[config.mk]
export PLATFORM = sky130hd
export DESIGN_NAME = mif_top
export DESIGN_NICKNAME = d
export VERILOG_FILES = /design/src/logic/mif_buf_mem.v /design/src/logic/mif_top.v
export VERILOG_INCLUDE_DIRS = /design/src /design/src/logic
export SDC_FILE = /design/constraint.sdc
export NUM_CORES = 2
export LEC_CHECK = 0
export BUFFER_PORTS_ARGS = -buffer_cell sky130_fd_sc_hd__buf_2
export CORE_ASPECT_RATIO = 0.8
export CORE_MARGIN = 5
export CORE_UTILIZATION = 30
export CTS_CLUSTER_DIAMETER = 100
export DETAILED_ROUTE_END_ITERATION = 16
export GPL_TIMING_DRIVEN = 0
export PLACE_DENSITY = 0.48
export REMOVE_ABC_BUFFERS = 1
export SYNTH_ARGS = -nofsm -noshare
export SYNTH_HDL_FRONTEND = slang
export SYNTH_SLANG_ARGS = --single-unit
[constraint.sdc]
create_clock -name MCLK -period 28.8 [get_ports MCLK]
set_input_delay 7.2 -clock MCLK [delete_from_list [all_inputs] [get_ports MCLK]]
set_output_delay 7.2 -clock MCLK [all_outputs]
set_load 0.005 [all_outputs]
[src/logic/mif_defs.vh]
// Register offsets, field positions, reset values and timing constants
// of the motion interrupt and sample buffer logic.
// Assumes inclusion by bare name from the design files only.
`ifndef MIF_DEFS_VH
`define MIF_DEFS_VH

// ==========================================================
// Register offsets
`define MIF_A_KNOCK_THR   8'h1d
`define MIF_A_KNOCK_MAX   8'h21
`define MIF_A_KNOCK_LAT   8'h22
`define MIF_A_KNOCK_WIN   8'h23
`define MIF_A_MOTION_THR  8'h24
`define MIF_A_STILL_THR   8'h25
`define MIF_A_STILL_TIME  8'h26
`define MIF_A_AXIS_PART   8'h27
`define MIF_A_DROP_THR    8'h28
`define MIF_A_DROP_TIME   8'h29
`define MIF_A_IRQ_EN      8'h2e
`define MIF_A_IRQ_ROUTE   8'h2f
`define MIF_A_IRQ_SRC     8'h30
`define MIF_A_OUT_FMT     8'h31
`define MIF_A_X_LOW       8'h32
`define MIF_A_Z_HIGH      8'h37
`define MIF_A_BUF_CTL     8'h38
`define MIF_A_ORIENT_CFG  8'h3b
`define MIF_A_ORIENT_STAT 8'h3c

// ==========================================================
// Flag positions in the enable, routing and source registers
`define MIF_F_READY   7
`define MIF_F_KNOCK   6
`define MIF_F_DOUBLE  5
`define MIF_F_MOTION  4
`define MIF_F_STILL   3
`define MIF_F_DROP    2
`define MIF_F_WMARK   1
`define MIF_F_OVERRUN 0

// ==========================================================
// Control field positions
`define MIF_B_INVERT      5
`define MIF_B_DIM3D       3
`define MIF_B_ORIENT_EN   6
`define MIF_B_ORIENT_MAP  5
`define MIF_B_MODE_HI     7
`define MIF_B_MODE_LO     6
`define MIF_B_LEVEL_HI    4
`define MIF_B_MOTION_X    6
`define MIF_B_STILL_X     2

// ==========================================================
// Buffer modes and reset values
`define MIF_MODE_BYPASS 2'h0
`define MIF_MODE_FILL   2'h1
`define MIF_MODE_STREAM 2'h2
`define MIF_MODE_TRIG   2'h3
`define MIF_RST_REG     8'h00

// ==========================================================
// Timing: drop time step and stillness time step
`define MIF_CLK_PERIOD_NS 4
`define MIF_DROP_STEP_NS  5000000
`define MIF_DROP_STEP_CYC (`MIF_DROP_STEP_NS / `MIF_CLK_PERIOD_NS)
`define MIF_STILL_STEPS   200

`endif

[src/logic/mif_buf_mem.v]
// Sample buffer storage: one write port, one read port.
// Assumes the caller keeps addresses in range; read data is registered.
`timescale 1ns/1ps
`default_nettype none

module mif_buf_mem #(
  parameter WIDTH = 48,
  parameter DEPTH = 32,
  parameter AW = 5
) (
  input wire clk,              // System clock
  input wire rst,              // Asynchronous reset, active high
  input wire wr_en,            // Write strobe
  input wire [AW-1:0] waddr,   // Write index
  input wire [WIDTH-1:0] wdata, // Write word
  input wire [AW-1:0] raddr,   // Read index
  output reg [WIDTH-1:0] rdata // Registered read word
);

  reg [WIDTH-1:0] mem [0:DEPTH-1];

  // ==========================================================
  // Storage write, no reset so it maps onto RAM
  always @(posedge clk) begin
    if (wr_en) begin
      mem[waddr] <= wdata;
    end
  end

  // Read register; stale words show until the next edge
  always @(posedge clk or posedge rst) begin
    if (rst) begin
      rdata <= {WIDTH{1'b0}};
    end else begin
      rdata <= mem[raddr];
    end
  end

endmodule // mif_buf_mem
`default_nettype wire

[src/logic/mif_top.v]
// Interrupt flags, routing and sample buffer of a three-axis motion sensor.
// Assumes samples and orientation codes come from logic on MCLK and that
// register strobes are single-cycle pulses from the serial front end.
//
// Summary of operation
// - Pins active high; D5 of 0x31 inverts
// - Enable 0x2e gates, routing 0x2f picks pin
// - All functions run together, shared pins
// - Flags latch; data reads or 0x30 clear
// - Ready flag follows unread new data
// - Short knock over threshold sets knock
// - Second knock inside latency/window sets double
// - Any participating axis over threshold sets motion
// - All participating axes still long sets stillness
// - All axes low long sets drop
// - Watermark while count at or above level
// - Overrun: overwrite in bypass, full otherwise
// - Orientation flag on valid-to-other-valid change
// - Dead zone orientations count as invalid
// - D3 of 0x3b picks 2D or 3D
// - 32-level buffer, mode field D7:D6
// - Bypass keeps the buffer empty
// - Fill mode stops at 32, detection continues
// - Stream keeps newest 32, drops oldest
// - Buffer read moves oldest sample to outputs
`timescale 1ns/1ps
`default_nettype none
`include "mif_defs.vh"

module mif_top #(
  parameter DEPTH = 32,
  parameter AW = 5,
  parameter DROP_STEP_CYC = `MIF_DROP_STEP_CYC,
  parameter STILL_STEPS = `MIF_STILL_STEPS
) (
  input wire MCLK,               // System clock, 250 MHz
  input wire RESET,              // Asynchronous reset, active high
  input wire [7:0] REG_ADDR,     // Register index
  input wire REG_WR,             // Write strobe, one cycle
  input wire [7:0] REG_WDATA,    // Write data
  input wire REG_RD,             // Read strobe, one cycle
  output reg [7:0] REG_RDATA,    // Read data, one cycle after strobe
  input wire SAMPLE_VALID,       // New three-axis sample, one cycle
  input wire [15:0] SAMPLE_X,    // X acceleration, twos complement
  input wire [15:0] SAMPLE_Y,    // Y acceleration
  input wire [15:0] SAMPLE_Z,    // Z acceleration
  input wire [2:0] ORIENT_POS,   // Current orientation code
  input wire ORIENT_OK_2D,       // Code valid in 2D set, outside dead zone
  input wire ORIENT_OK_3D,       // Code valid in 3D set, outside dead zone
  output reg IRQ_OUT_A,          // First interrupt pin
  output reg IRQ_OUT_B           // Second interrupt pin
);

  // Magnitude on the threshold scale: |v| / 16, saturated to 8 bits
  function [7:0] mag8;
    input [15:0] v;
    reg [15:0] a;
    begin
      a = v[15] ? (~v + 16'h0001) : v;
      mag8 = (a[15:12] != 4'h0) ? 8'hff : a[11:4];
    end
  endfunction

  // ==========================================================
  // Configuration registers
  reg [7:0] knock_threshold_r, knock_max_time_r, knock_latency_r;
  reg [7:0] knock_window_r, motion_threshold_r, stillness_threshold_r;
  reg [7:0] stillness_time_r, axis_participation_r, drop_threshold_r;
  reg [7:0] drop_time_r, irq_enable_mask_r, irq_routing_r;
  reg [7:0] output_format_r, buffer_control_r, orientation_config_r;

  always @(posedge MCLK or posedge RESET) begin
    if (RESET) begin
      knock_threshold_r <= `MIF_RST_REG;
      knock_max_time_r <= `MIF_RST_REG;
      knock_latency_r <= `MIF_RST_REG;
      knock_window_r <= `MIF_RST_REG;
      motion_threshold_r <= `MIF_RST_REG;
      stillness_threshold_r <= `MIF_RST_REG;
      stillness_time_r <= `MIF_RST_REG;
      axis_participation_r <= `MIF_RST_REG;
      drop_threshold_r <= `MIF_RST_REG;
      drop_time_r <= `MIF_RST_REG;
      irq_enable_mask_r <= `MIF_RST_REG;
      irq_routing_r <= `MIF_RST_REG;
      output_format_r <= `MIF_RST_REG;
      buffer_control_r <= `MIF_RST_REG;
      orientation_config_r <= `MIF_RST_REG;
    end else if (REG_WR) begin
      case (REG_ADDR)
        `MIF_A_KNOCK_THR: knock_threshold_r <= REG_WDATA;
        `MIF_A_KNOCK_MAX: knock_max_time_r <= REG_WDATA;
        `MIF_A_KNOCK_LAT: knock_latency_r <= REG_WDATA;
        `MIF_A_KNOCK_WIN: knock_window_r <= REG_WDATA;
        `MIF_A_MOTION_THR: motion_threshold_r <= REG_WDATA;
        `MIF_A_STILL_THR: stillness_threshold_r <= REG_WDATA;
        `MIF_A_STILL_TIME: stillness_time_r <= REG_WDATA;
        `MIF_A_AXIS_PART: axis_participation_r <= REG_WDATA;
        `MIF_A_DROP_THR: drop_threshold_r <= REG_WDATA;
        `MIF_A_DROP_TIME: drop_time_r <= REG_WDATA;
        `MIF_A_IRQ_EN: irq_enable_mask_r <= REG_WDATA;
        `MIF_A_IRQ_ROUTE: irq_routing_r <= REG_WDATA;
        `MIF_A_OUT_FMT: output_format_r <= REG_WDATA;
        `MIF_A_BUF_CTL: buffer_control_r <= REG_WDATA;
        `MIF_A_ORIENT_CFG: orientation_config_r <= REG_WDATA;
        default: ;
      endcase
    end
  end

  wire rd_src = REG_RD && (REG_ADDR == `MIF_A_IRQ_SRC);
  wire rd_last = REG_RD && (REG_ADDR == `MIF_A_Z_HIGH);
  wire [1:0] mode = buffer_control_r[`MIF_B_MODE_HI:`MIF_B_MODE_LO];
  wire bypass = (mode == `MIF_MODE_BYPASS);
  wire [5:0] level = {1'b0, buffer_control_r[`MIF_B_LEVEL_HI:0]};

  // ==========================================================
  // Per-sample magnitudes and comparisons
  wire [7:0] mx = mag8(SAMPLE_X);
  wire [7:0] my = mag8(SAMPLE_Y);
  wire [7:0] mz = mag8(SAMPLE_Z);
  wire over_knock = (mx > knock_threshold_r) || (my > knock_threshold_r) ||
                    (mz > knock_threshold_r);
  wire [2:0] act_part = axis_participation_r[`MIF_B_MOTION_X -: 3];
  wire [2:0] ina_part = axis_participation_r[`MIF_B_STILL_X -: 3];
  wire [2:0] act_hit = {mx > motion_threshold_r, my > motion_threshold_r,
                        mz > motion_threshold_r};
  wire [2:0] ina_low = {mx < stillness_threshold_r,
                        my < stillness_threshold_r,
                        mz < stillness_threshold_r};
  wire all_low = (mx < drop_threshold_r) && (my < drop_threshold_r) &&
                 (mz < drop_threshold_r);
  wire ev_motion = SAMPLE_VALID && ((act_hit & act_part) != 3'h0);
  wire still_now = (ina_part != 3'h0) && ((ina_low | ~ina_part) == 3'h7);

  // ==========================================================
  // Time steps: 5 ms for drop, 1 s for stillness
  reg [31:0] step_cnt_r;
  reg [7:0] sec_cnt_r;
  wire drop_step = (step_cnt_r == DROP_STEP_CYC - 1);
  wire sec_step = drop_step && (sec_cnt_r == STILL_STEPS - 1);
  always @(posedge MCLK or posedge RESET) begin
    if (RESET) begin
      step_cnt_r <= 32'h00000000;
      sec_cnt_r <= 8'h00;
    end else if (drop_step) begin
      step_cnt_r <= 32'h00000000;
      sec_cnt_r <= sec_step ? 8'h00 : sec_cnt_r + 8'h01;
    end else begin
      step_cnt_r <= step_cnt_r + 32'h00000001;
    end
  end

  // ==========================================================
  // Knock detection, durations counted in samples
  reg in_knock_r, await_r;
  reg [7:0] knock_len_r;
  reg [8:0] since_r;
  wire knock_end = SAMPLE_VALID && in_knock_r && !over_knock;
  wire ev_knock = knock_end && (knock_len_r < knock_max_time_r);
  wire knock_start = SAMPLE_VALID && !in_knock_r && over_knock;
  wire [8:0] win_end = {1'b0, knock_latency_r} + {1'b0, knock_window_r};
  // second start after latency, inside window
  wire second_ok = await_r && (since_r > {1'b0, knock_latency_r}) &&
                   (since_r <= win_end);
  reg second_r;
  wire ev_double = ev_knock && second_r;
  always @(posedge MCLK or posedge RESET) begin
    if (RESET) begin
      in_knock_r <= 1'b0;
      knock_len_r <= 8'h00;
      await_r <= 1'b0;
      since_r <= 9'h000;
      second_r <= 1'b0;
    end else if (SAMPLE_VALID) begin
      in_knock_r <= over_knock;
      if (knock_start) begin
        knock_len_r <= 8'h00;
        second_r <= second_ok;
      end else if (in_knock_r && knock_len_r != 8'hff) begin
        knock_len_r <= knock_len_r + 8'h01;
      end
      if (ev_knock && !second_r) begin
        await_r <= 1'b1;
        since_r <= 9'h000;
      end else if (ev_double || (await_r && since_r > win_end)) begin
        await_r <= 1'b0;
      end else if (await_r && since_r != 9'h1ff) begin
        since_r <= since_r + 9'h001;
      end
    end
  end

  // ==========================================================
  // Stillness and drop timers, one event per quiet period
  reg [8:0] still_t_r, drop_t_r;
  reg still_done_r, drop_done_r, still_q_r, low_q_r;
  // still longer than the stillness time
  wire ev_still = still_q_r && !still_done_r &&
                  (still_t_r > {1'b0, stillness_time_r});
  // all axes low longer than the drop time
  wire ev_drop = low_q_r && !drop_done_r &&
                 (drop_t_r > {1'b0, drop_time_r});
  always @(posedge MCLK or posedge RESET) begin
    if (RESET) begin
      still_q_r <= 1'b0;
      low_q_r <= 1'b0;
      still_t_r <= 9'h000;
      drop_t_r <= 9'h000;
      still_done_r <= 1'b0;
      drop_done_r <= 1'b0;
    end else begin
      if (SAMPLE_VALID) begin
        still_q_r <= still_now;
        low_q_r <= all_low;
      end
      if (!still_q_r) begin
        still_t_r <= 9'h000;
        still_done_r <= 1'b0;
      end else begin
        if (sec_step && still_t_r != 9'h1ff) begin
          still_t_r <= still_t_r + 9'h001;
        end
        if (ev_still) begin
          still_done_r <= 1'b1;
        end
      end
      if (!low_q_r) begin
        drop_t_r <= 9'h000;
        drop_done_r <= 1'b0;
      end else begin
        if (drop_step && drop_t_r != 9'h1ff) begin
          drop_t_r <= drop_t_r + 9'h001;
        end
        if (ev_drop) begin
          drop_done_r <= 1'b1;
        end
      end
    end
  end

  // ==========================================================
  // Orientation change tracking
  // dimension bit picks the valid set
  wire dim3 = orientation_config_r[`MIF_B_DIM3D];
  // dead zone shows up as not valid
  wire orient_ok = dim3 ? ORIENT_OK_3D : ORIENT_OK_2D;
  reg [2:0] last_pos_r;
  reg have_pos_r;
  // only a valid code differing from the last valid one
  wire ev_orient = orient_ok && have_pos_r && (ORIENT_POS != last_pos_r);
  always @(posedge MCLK or posedge RESET) begin
    if (RESET) begin
      last_pos_r <= 3'h0;
      have_pos_r <= 1'b0;
    end else if (orient_ok) begin
      last_pos_r <= ORIENT_POS;
      have_pos_r <= 1'b1;
    end
  end

  // ==========================================================
  // Sample buffer control
  reg [AW-1:0] wptr_r, rptr_r;
  reg [AW:0] count_r;
  wire [47:0] mem_rdata;
  wire full = (count_r == DEPTH);
  // stream overwrites the oldest when full
  wire buf_wr = SAMPLE_VALID && !bypass && (!full || mode != `MIF_MODE_FILL);
  wire drop_old = buf_wr && full;
  // reading the last output byte pops one sample
  wire pop = rd_last && !bypass && (count_r != 0) && !drop_old;
  always @(posedge MCLK or posedge RESET) begin
    if (RESET) begin
      wptr_r <= {AW{1'b0}};
      rptr_r <= {AW{1'b0}};
      count_r <= {(AW+1){1'b0}};
    end else if (bypass) begin
      wptr_r <= {AW{1'b0}};
      rptr_r <= {AW{1'b0}};
      count_r <= {(AW+1){1'b0}};
    end else begin
      if (buf_wr) begin
        wptr_r <= wptr_r + 1'b1;
      end
      if (pop || drop_old) begin
        rptr_r <= rptr_r + 1'b1;
      end
      if (buf_wr && !full && !pop) begin
        count_r <= count_r + 1'b1;
      end else if (pop && !buf_wr) begin
        count_r <= count_r - 1'b1;
      end
    end
  end

  // 32 words of three axes each
  mif_buf_mem #(.WIDTH(48), .DEPTH(DEPTH), .AW(AW)) u_mem (
    .clk(MCLK),
    .rst(RESET),
    .wr_en(buf_wr),
    .waddr(wptr_r),
    .wdata({SAMPLE_Z, SAMPLE_Y, SAMPLE_X}),
    .raddr(rptr_r),
    .rdata(mem_rdata)
  );

  // ==========================================================
  // Bypass output holding registers and unread tracking
  reg [47:0] hold_r;
  reg unread_r;
  wire byp_over = bypass && SAMPLE_VALID && unread_r;
  always @(posedge MCLK or posedge RESET) begin
    if (RESET) begin
      hold_r <= 48'h000000000000;
      unread_r <= 1'b0;
    end else if (bypass && SAMPLE_VALID) begin
      hold_r <= {SAMPLE_Z, SAMPLE_Y, SAMPLE_X};
      unread_r <= 1'b1;
    end else if (rd_last || !bypass) begin
      unread_r <= 1'b0;
    end
  end
  wire [47:0] out_word = bypass ? hold_r : mem_rdata;

  // ==========================================================
  // Latched flags; a new event beats a same-cycle clear
  reg [7:0] flags_r;
  reg orient_flag_r;
  reg [7:0] ev;
  always @* begin
    ev = 8'h00;
    ev[`MIF_F_KNOCK] = ev_knock;
    ev[`MIF_F_DOUBLE] = ev_double;
    ev[`MIF_F_MOTION] = ev_motion;
    ev[`MIF_F_STILL] = ev_still;
    ev[`MIF_F_DROP] = ev_drop;
  end
  wire ev_over = bypass ? byp_over :
                 (buf_wr && (full || (count_r == DEPTH - 1 && !pop)));
  // every detector runs regardless of the others
  always @(posedge MCLK or posedge RESET) begin
    if (RESET) begin
      flags_r <= 8'h00;
      orient_flag_r <= 1'b0;
    end else begin
      // source read clears the event flags
      flags_r[7:2] <= ev[7:2] | (rd_src ? 6'h00 : flags_r[7:2]);
      flags_r[`MIF_F_OVERRUN] <= ev_over |
                                 (flags_r[`MIF_F_OVERRUN] && !rd_last);
      flags_r[`MIF_F_WMARK] <= 1'b0;
      flags_r[`MIF_F_READY] <= 1'b0;
      orient_flag_r <= ev_orient | (orient_flag_r && !rd_src);
    end
  end

  wire ready = bypass ? unread_r : (count_r != 0);
  // watermark while count at or above level
  wire wmark = !bypass && (level != 6'h00) && (count_r >= level);
  reg [7:0] src;
  always @* begin
    src = flags_r;
    src[`MIF_F_READY] = ready;
    src[`MIF_F_WMARK] = wmark;
  end

  // ==========================================================
  // Interrupt pins
  // enable gates, routing bit 1 selects second pin
  wire [7:0] live = src & irq_enable_mask_r;
  wire o_live = orient_flag_r && orientation_config_r[`MIF_B_ORIENT_EN];
  wire o_map = orientation_config_r[`MIF_B_ORIENT_MAP];
  wire inv = output_format_r[`MIF_B_INVERT];
  always @(posedge MCLK or posedge RESET) begin
    if (RESET) begin
      IRQ_OUT_A <= 1'b0;
      IRQ_OUT_B <= 1'b0;
    end else begin
      IRQ_OUT_A <= ((|(live & ~irq_routing_r)) | (o_live && !o_map)) ^ inv;
      IRQ_OUT_B <= ((|(live & irq_routing_r)) | (o_live && o_map)) ^ inv;
    end
  end

  // ==========================================================
  // Read data, registered one cycle after the strobe
  always @(posedge MCLK or posedge RESET) begin
    if (RESET) begin
      REG_RDATA <= 8'h00;
    end else if (REG_RD) begin
      case (REG_ADDR)
        `MIF_A_KNOCK_THR: REG_RDATA <= knock_threshold_r;
        `MIF_A_KNOCK_MAX: REG_RDATA <= knock_max_time_r;
        `MIF_A_KNOCK_LAT: REG_RDATA <= knock_latency_r;
        `MIF_A_KNOCK_WIN: REG_RDATA <= knock_window_r;
        `MIF_A_MOTION_THR: REG_RDATA <= motion_threshold_r;
        `MIF_A_STILL_THR: REG_RDATA <= stillness_threshold_r;
        `MIF_A_STILL_TIME: REG_RDATA <= stillness_time_r;
        `MIF_A_AXIS_PART: REG_RDATA <= axis_participation_r;
        `MIF_A_DROP_THR: REG_RDATA <= drop_threshold_r;
        `MIF_A_DROP_TIME: REG_RDATA <= drop_time_r;
        `MIF_A_IRQ_EN: REG_RDATA <= irq_enable_mask_r;
        `MIF_A_IRQ_ROUTE: REG_RDATA <= irq_routing_r;
        `MIF_A_IRQ_SRC: REG_RDATA <= src;
        `MIF_A_OUT_FMT: REG_RDATA <= output_format_r;
        `MIF_A_X_LOW: REG_RDATA <= out_word[7:0];
        `MIF_A_X_LOW + 8'h01: REG_RDATA <= out_word[15:8];
        `MIF_A_X_LOW + 8'h02: REG_RDATA <= out_word[23:16];
        `MIF_A_X_LOW + 8'h03: REG_RDATA <= out_word[31:24];
        `MIF_A_X_LOW + 8'h04: REG_RDATA <= out_word[39:32];
        `MIF_A_Z_HIGH: REG_RDATA <= out_word[47:40];
        `MIF_A_BUF_CTL: REG_RDATA <= buffer_control_r;
        `MIF_A_ORIENT_CFG: REG_RDATA <= orientation_config_r;
        `MIF_A_ORIENT_STAT: REG_RDATA <= {4'h0, orient_flag_r, last_pos_r};
        default: REG_RDATA <= 8'h00;
      endcase
    end
  end

endmodule // mif_top
`default_nettype wire

* Word level (Yosys, flattened, before mapping)
Memories as Yosys holds them, arrays and structs flattened. A register that Yosys moved wholly into a read port is not among the register bits. Cells that the tools add are included.
Word-level totals: bits in writable memories 1536, output and inout port bits 10, logic and storage cells 273, bits in registers 288, memories 1
Memory list:
- u_mem.mem | words 32, width 48, rd ports 1, clocked after memory_dff 1, write ports 1, RTL line mif_buf_mem.v:20 | reg [WIDTH-1:0] mem [0:DEPTH-1];
Cells by class: reductions and logical operators 103, multiplexer cells 40, add/sub/neg operators 14, bitwise operators 17, equality and inequality tests 39, $lt $le $gt $ge 19
Operators by type and width (count):
- 8-bit one-hot mux with 23 select lines | 1
- 8-bit by 6-bit == test with 1-bit output (second input constant) | 22
- 9-bit two-way mux | 7
- 8-bit less-than comparator | 7
- 16-bit by 1-bit adder with 16-bit output (second input constant) | 3
- 8-bit greater-than comparator | 6
- 16-bit two-way mux | 3
- 48-bit two-way mux | 1
- 8-bit two-way mux | 6
- 16-bit NOT | 3
- 1-bit logical AND | 47
- 2-bit AND reduction | 18
- 32-bit by 1-bit adder with 32-bit output (second input constant) | 1
- 32-bit by 21-bit == test with 1-bit output (second input constant) | 1
- 32-bit two-way mux | 1
- 9-bit by 1-bit adder with 9-bit output (second input constant) | 3
- 9-bit by 8-bit greater-than comparator with 1-bit output | 3
- 9-bit != test (second input constant) | 3
- 5-bit two-way mux | 5
- 8-bit bitwise AND | 3
- 6-bit two-way mux | 3
- 8-bit by 1-bit adder with 8-bit output (second input constant) | 2
- 8-bit OR reduction | 2
- 1-bit logical NOT | 13
- 31 further kinds | 68

* Logic depth before layout (Yosys ltp)
depth after elaboration 15, gate-level depth with buffers 16, gate-level depth less buffers 15

* By module
A second synthesis with hierarchy kept.
Second synthesis, totals: cells, all modules 5267, area, all modules 79536.3 um2
Modules (own cells, without submodules):
- mif_buf_mem | area each 60978.5 um2, seq. area each 47325.4 um2, times used 1, cells an instance 3365
- mif_top | area each 18557.8 um2, seq. area each 7206.9 um2, times used 1, cells an instance 1902

* Worst setup path before layout
No wires, ideal clock.
path type input to register, start point in SAMPLE_VALID, end point mem u_mem.mem[15][0] (enable), arrival time 10.473 ns, setup slack 17.872 ns, buffers on the path 0, cell stages on the path 4, cell sequence clkinv_1 -> nor3_1 -> nand2_1 -> nor2_1
Between the ends: word-level cells in the longest chain between the ends 4
Ends and longest elaborated chain:
- from (decl) | RTL line mif_top.v:43 | input wire SAMPLE_VALID,
- 1-bit logical AND (2 in series) | RTL line mif_top.v:269 | wire buf_wr = SAMPLE_VALID && !bypass && (!full || mode != `MIF_MODE_FILL);
- 1-bit two-way mux | RTL line mif_buf_mem.v:25 | if (wr_en) begin
- 1-bit two-way mux (not written as such) | RTL line mif_buf_mem.v:26 | mem[waddr] <= wdata;
- to (decl) | RTL line mif_buf_mem.v:20
Every way passes these cells.

* Worst setup path after layout
start point in SAMPLE_Y[0], end point reg since_r[7]
Between the ends: word-level cells in the longest chain between the ends 15
Ends and longest elaborated chain:
- from (decl) | RTL line mif_top.v:45 | input wire [15:0] SAMPLE_Y,
- 16-bit NOT (*) | RTL line mif_top.v:59 | a = v[15] ? (~v + 16'h0001) : v;
- 16-bit by 1-bit adder with 16-bit output (*) | RTL line mif_top.v:59
- 16-bit two-way mux (*) | RTL line mif_top.v:59
- 4-bit nonzero test | RTL line mif_top.v:60 | mag8 = (a[15:12] != 4'h0) ? 8'hff : a[11:4];
- 8-bit two-way mux (*) | RTL line mif_top.v:60
- 8-bit greater-than comparator (*) | RTL line mif_top.v:122 | wire over_knock = (mx > knock_threshold_r) || (my > knock_threshold_r) ||
- 1-bit logical OR (*) (2 in series) | RTL line mif_top.v:122
- 1-bit logical NOT (*) | RTL line mif_top.v:159 | wire knock_end = SAMPLE_VALID && in_knock_r && !over_knock;
- 1-bit logical AND (*) | RTL line mif_top.v:159
- 1-bit logical AND (*) | RTL line mif_top.v:160 | wire ev_knock = knock_end && (knock_len_r < knock_max_time_r);
- 1-bit logical AND | RTL line mif_top.v:167 | wire ev_double = ev_knock && second_r;
- 1-bit logical OR | RTL line mif_top.v:186 | end else if (ev_double || (await_r && since_r > win_end)) begin
- 2-bit != test (no line)
- 3-bit AND reduction (no line)
- to (signal assigned) | RTL line mif_top.v:189 | since_r <= since_r + 9'h001;
- to (decl) | RTL line mif_top.v:158 | reg [8:0] since_r;
Every way passes the cells marked *; elsewhere a longest branch is shown, timed or not. A chain may end at the register's enable or synchronous reset.

==> run_results.csv <==
group,metric,value,unit
status,status,"finished with violations",
status,violations,"capacitance limit, slew limit",
route,drt-total-wl,233400,um
logic_synthesis,synthFlopType,"edfxtp_1",
logic_synthesis,netlist_instances,4132,
route,dr.pass1.iters,8,
clocking,path_clk_slew,0.06,ns
flow_run,cap_violations,1,
critical_path,cp.required,29.41,ns
critical_path,end_kind,"register",
clocking,root_buffer,"clkbuf_16",
timing,finalMaxSlewViolations,1,
cells_and_area,fillerInstances,24110,
critical_path,startpoint_type,"input pin",
pwr,p_sw,1.281,mW
timing,period_needed,12.36,ns
logic_synthesis,synth_cell_type_count,82,
logic_synthesis,yosys_warnings,0,
clocking,cts-hold-fix-buffers,0,
hold_path,holdCritPathClass,"register to register",
clocking,cts_tree,"yes",
cells_and_area,drive_above_1_share,27.63,%
critical_path,reg2reg_to,"u_mem.mem[23][41]",
pwr,power.density,63.05,mW/mm^2
global_routing,grt_pass1_wl,328500,um
route,dr.first_iter.drc_count,4432,
critical_path,worstPathMaxFanout,34,
clocking,cts-resized-gates,0,
pwr,p_leak,29.74,nW
route,wl_per_cell,29.24,um
timing,finClkSkew,0.09690,ns
clocking,post-cts-setup-buffers,0,
pwr,combinationalPowerShare,4.9,%
critical_path,worst-setup-path-type,"input pin to register",
pwr,p_sw_share,22.28,%
die,die_x,578.8,um
timing,setup_violations,0,
logic_synthesis,synth_edf_count,1536,
logic_synthesis,ys_ff_latch,1872,
die,initial_utilization,30.06,%
timing,finalSetupTns,0,ns
placed_design,dp_hpwl,154800,um
route,ant_nets,0,
global_routing,grt_max_degree,103,
pwr,pwr-share-clk,42.8,%
logic_synthesis,synth_async_sr_flop_share,17.95,%
route,viasPerCell,5.234,
critical_path,r2r-start,"buffer_control_r[7]",
cells_and_area,areaGrowthSynthToFinish,17.45,%
clocking,cts_max_level,4,
timing,worstMarginPinSlew,1.478,ns
logic_synthesis,syn_avg_cell_area,18.79,um^2
placed_design,dpl_worst_slack,15.78,ns
placed_design,port_buffers,83,
critical_path,worstRegToRegCells,6,
placed_design,gp_congestion,0.9146,
global_routing,antenna_found_initial,24,
cells_and_area,fin_nets,4604,
timing,max_freq,0.08089,GHz
die,fp-row-count,167,
global_routing,first_global_vias,42030,
die,core-area,0.2583,mm^2
timing,rsz0062_at_grt,"false",
global_routing,track_usage,17.04,%
clocking,clock_latency,0.87,ns
global_routing,overflow,0,
clocking,clock_sinks,1872,
timing,setup_ws,16.44,ns
logic_synthesis,seq_area_frac_synth,70.24,%
critical_path,arrival,12.97,ns
clocking,cts_buffer_depth,4,
hold_path,hold_path_depth,1,
pwr,seq_power_share,52.3,%
clocking,cts_buffers,192,
die,ios,84,
die,fp.dieH,465.0,um
logic_synthesis,synthesis.area,0.07764,mm^2
route,drc,0,
critical_path,worst-r2r-setup-slack,24.38,ns
hold_path,worstHoldEndpoint,"have_pos_r",
pwr,ir_worst_vdd,0.00004448,V
timing,maxSlewHeadroom,-1.385,%
die,die_area,0.2691,mm^2
hold_path,min-delay-start,"have_pos_r",
timing,period_share,42.92,%
pwr,intPower,4.468,mW
route,vias,41780,
timing,final-hold-violation-count,0,
cell usage in the layout, fill, tap and decap left out, types with 27 or more instances in the layout:
cell	instances
and3_1	27
edfxtp_1	1536
nor2_4	34
nand3_1	58
a22oi_1	28
clkinv_2	31
buf_16	50
nand2_1	215
a21oi_1	85
buf_2	83
clkinv_1	28
xnor2_1	34
mux4_2	487
xor2_1	61
mux2_2	200
o21ai_0	91
dfrtp_1	331
inv_1	87
clkbuf_16	193
nand4_1	46
clkbuf_1	53
ha_1	161
nor2_1	102
mux2i_1	33
buf_12	86
area by class of cell:
| type | instances | area (um^2) | share of cell area, % |
|---|---|---|---|
| sequential | 1872 | 54550 | 59.83 |
| multi-input combinational | 1989 | 22340 | 24.50 |
| clock buffer | 259 | 5207 | 5.711 |
| tap | 3464 | 4334 | 4.753 |
| timing repair buffer | 223 | 3555 | 3.898 |
| clock inverter | 85 | 843.3 | 0.9249 |
| inverter | 89 | 341.6 | 0.3746 |
| antenna | 2 | 5.005 | 0.005489 |
critical path, cell delays in order:
cell and delay (ns):
buf_2 0.31, or4_1 0.82, or3_1 0.42, or3_4 0.37
or3_1 0.35, and3_1 0.20, o21ai_1 0.66, ha_1 0.39
nand2_1 0.06, o21ai_0 0.10, o22ai_1 0.88, nand3_1 0.20
nor4b_1 0.86, a21oi_1 0.10
logic make-up (layout without fill, tap and decap cells):
family / Yosys count / after routing / synth area share (%)
AOI/OAI and AO/OA: 377 / 377 / 3.180
xor gates and xnor gates: 95 / 95 / 1.072
adders and majority gates: 163 / 163 / 2.646
buffers and inverters: 271 / 656 / 1.373
DFF: 1872 / 1872 / 70.24
muxes: 722 / 722 / 17.48
other: 0 / 2 / 0
and+or+nand+nor: 632 / 632 / 4.010
how the worst max path moves through the flow:
stage / from / end / slack [ns] / cells past startpoint
CTS: SAMPLE_Y[0] / since_r[7] / 16.64 / 14
finish: SAMPLE_Y[0] / since_r[7] / 16.44 / 14
detailed placement: SAMPLE_Y[0] / since_r[7] / 15.78 / 14
global placement: rptr_r[0] / u_mem.rdata[35] / 3.85 / 3
floorplan: RESET / IRQ_OUT_A / 12.29 / 1
global route: SAMPLE_Y[0] / since_r[7] / 16.29 / 14
stage by stage:
| step | hold slack, ns | util [%] | cell area, um^2 | power [mW] | std cells |
|---|---|---|---|---|---|
| after CTS | 0.4806 | 35.30 | 91160 | 5.810 | 7981 |
| after global placement | 0.4504 | 31.62 | 81650 | 3.330 | 7497 |
| final | 0.4829 | 35.31 | 91180 | 5.749 | 7983 |
| after detailed placement | 0.4586 | 32.96 | 85110 | 3.338 | 7637 |
| after floorplan | 0.4350 | - | 76910 | 3.194 | 3950 |
| after global routing | 0.5088 | 35.30 | 91180 | 5.956 | 7981 |
routing by layer:
layer | GRT usage [%] | vias to the layer above | part of all wire [%]
met5 | 0 | - | 0.012
met2 | 24.57 | 1508 | 43
li1 | - | 17260 | -
met4 | 3.758 | 4 | 2.3
met3 | 3.653 | 323 | 7.6
met1 | 26.26 | 22690 | 47
power by group through the flow:
stage	combinational (mW)	sequential (mW)	clock [mW]
4_1_cts	0.280	3.00	2.53
3_3_place_gp	0.269	3.06	0
5_1_grt	0.310	3.01	2.64
2_1_floorplan	0.151	3.04	0
6_report	0.280	3.01	2.46
3_5_place_dp	0.279	3.06	0
synthesized netlist by cell type, types with 5 or more instances:
| master | count | share of area, % |
|---|---|---|
| inv_1 | 88 | 0.43 |
| nand2b_1 | 13 | 0.10 |
| buf_2 | 26 | 0.17 |
| o221ai_1 | 8 | 0.090 |
| mux2_2 | 200 | 2.9 |
| xor2_1 | 61 | 0.69 |
| or2_2 | 5 | 0.040 |
| o31ai_1 | 13 | 0.13 |
| o211ai_1 | 11 | 0.11 |
| nor2b_1 | 17 | 0.14 |
| a22oi_1 | 28 | 0.27 |
| nand2_1 | 215 | 1.0 |
| nor3_2 | 6 | 0.077 |
| a21o_1 | 20 | 0.19 |
| o21a_1 | 6 | 0.058 |
| or4_1 | 11 | 0.11 |
| xnor2_1 | 34 | 0.38 |
| o22ai_1 | 14 | 0.11 |
| o32ai_1 | 10 | 0.11 |
| a21oi_1 | 85 | 0.55 |
| nor4_1 | 14 | 0.11 |
| a222oi_1 | 5 | 0.064 |
| o21ai_0 | 91 | 0.59 |
| nand4_1 | 46 | 0.37 |
| or3_1 | 15 | 0.12 |
| nand3b_1 | 5 | 0.048 |
| a32oi_1 | 14 | 0.16 |
| mux2i_1 | 35 | 0.45 |
| dfrtp_1 | 336 | 11 |
| and2_1 | 5 | 0.040 |
| mux4_2 | 487 | 14 |
| and4_1 | 5 | 0.056 |
| clkbuf_1 | 120 | 0.58 |
| a211oi_1 | 8 | 0.077 |
| nor3_1 | 27 | 0.17 |
| and3_1 | 27 | 0.22 |
| nor2_1 | 137 | 0.66 |
| buf_1 | 33 | 0.16 |
| nand3_1 | 58 | 0.37 |
| a31oi_1 | 14 | 0.11 |
| edfxtp_1 | 1536 | 59 |
| ha_1 | 161 | 2.6 |
state kept, by name, indices dropped and copies added, names as in the netlist, 9 cells and up:
| name | count |
|---|---|
| u_mem.mem | 1536 |
| hold_r | 48 |
| u_mem.rdata | 48 |
| step_cnt_r | 32 |
| drop_t_r | 9 |
| since_r | 9 |
| still_t_r | 9 |
Power figures use the tool's default switching activity.
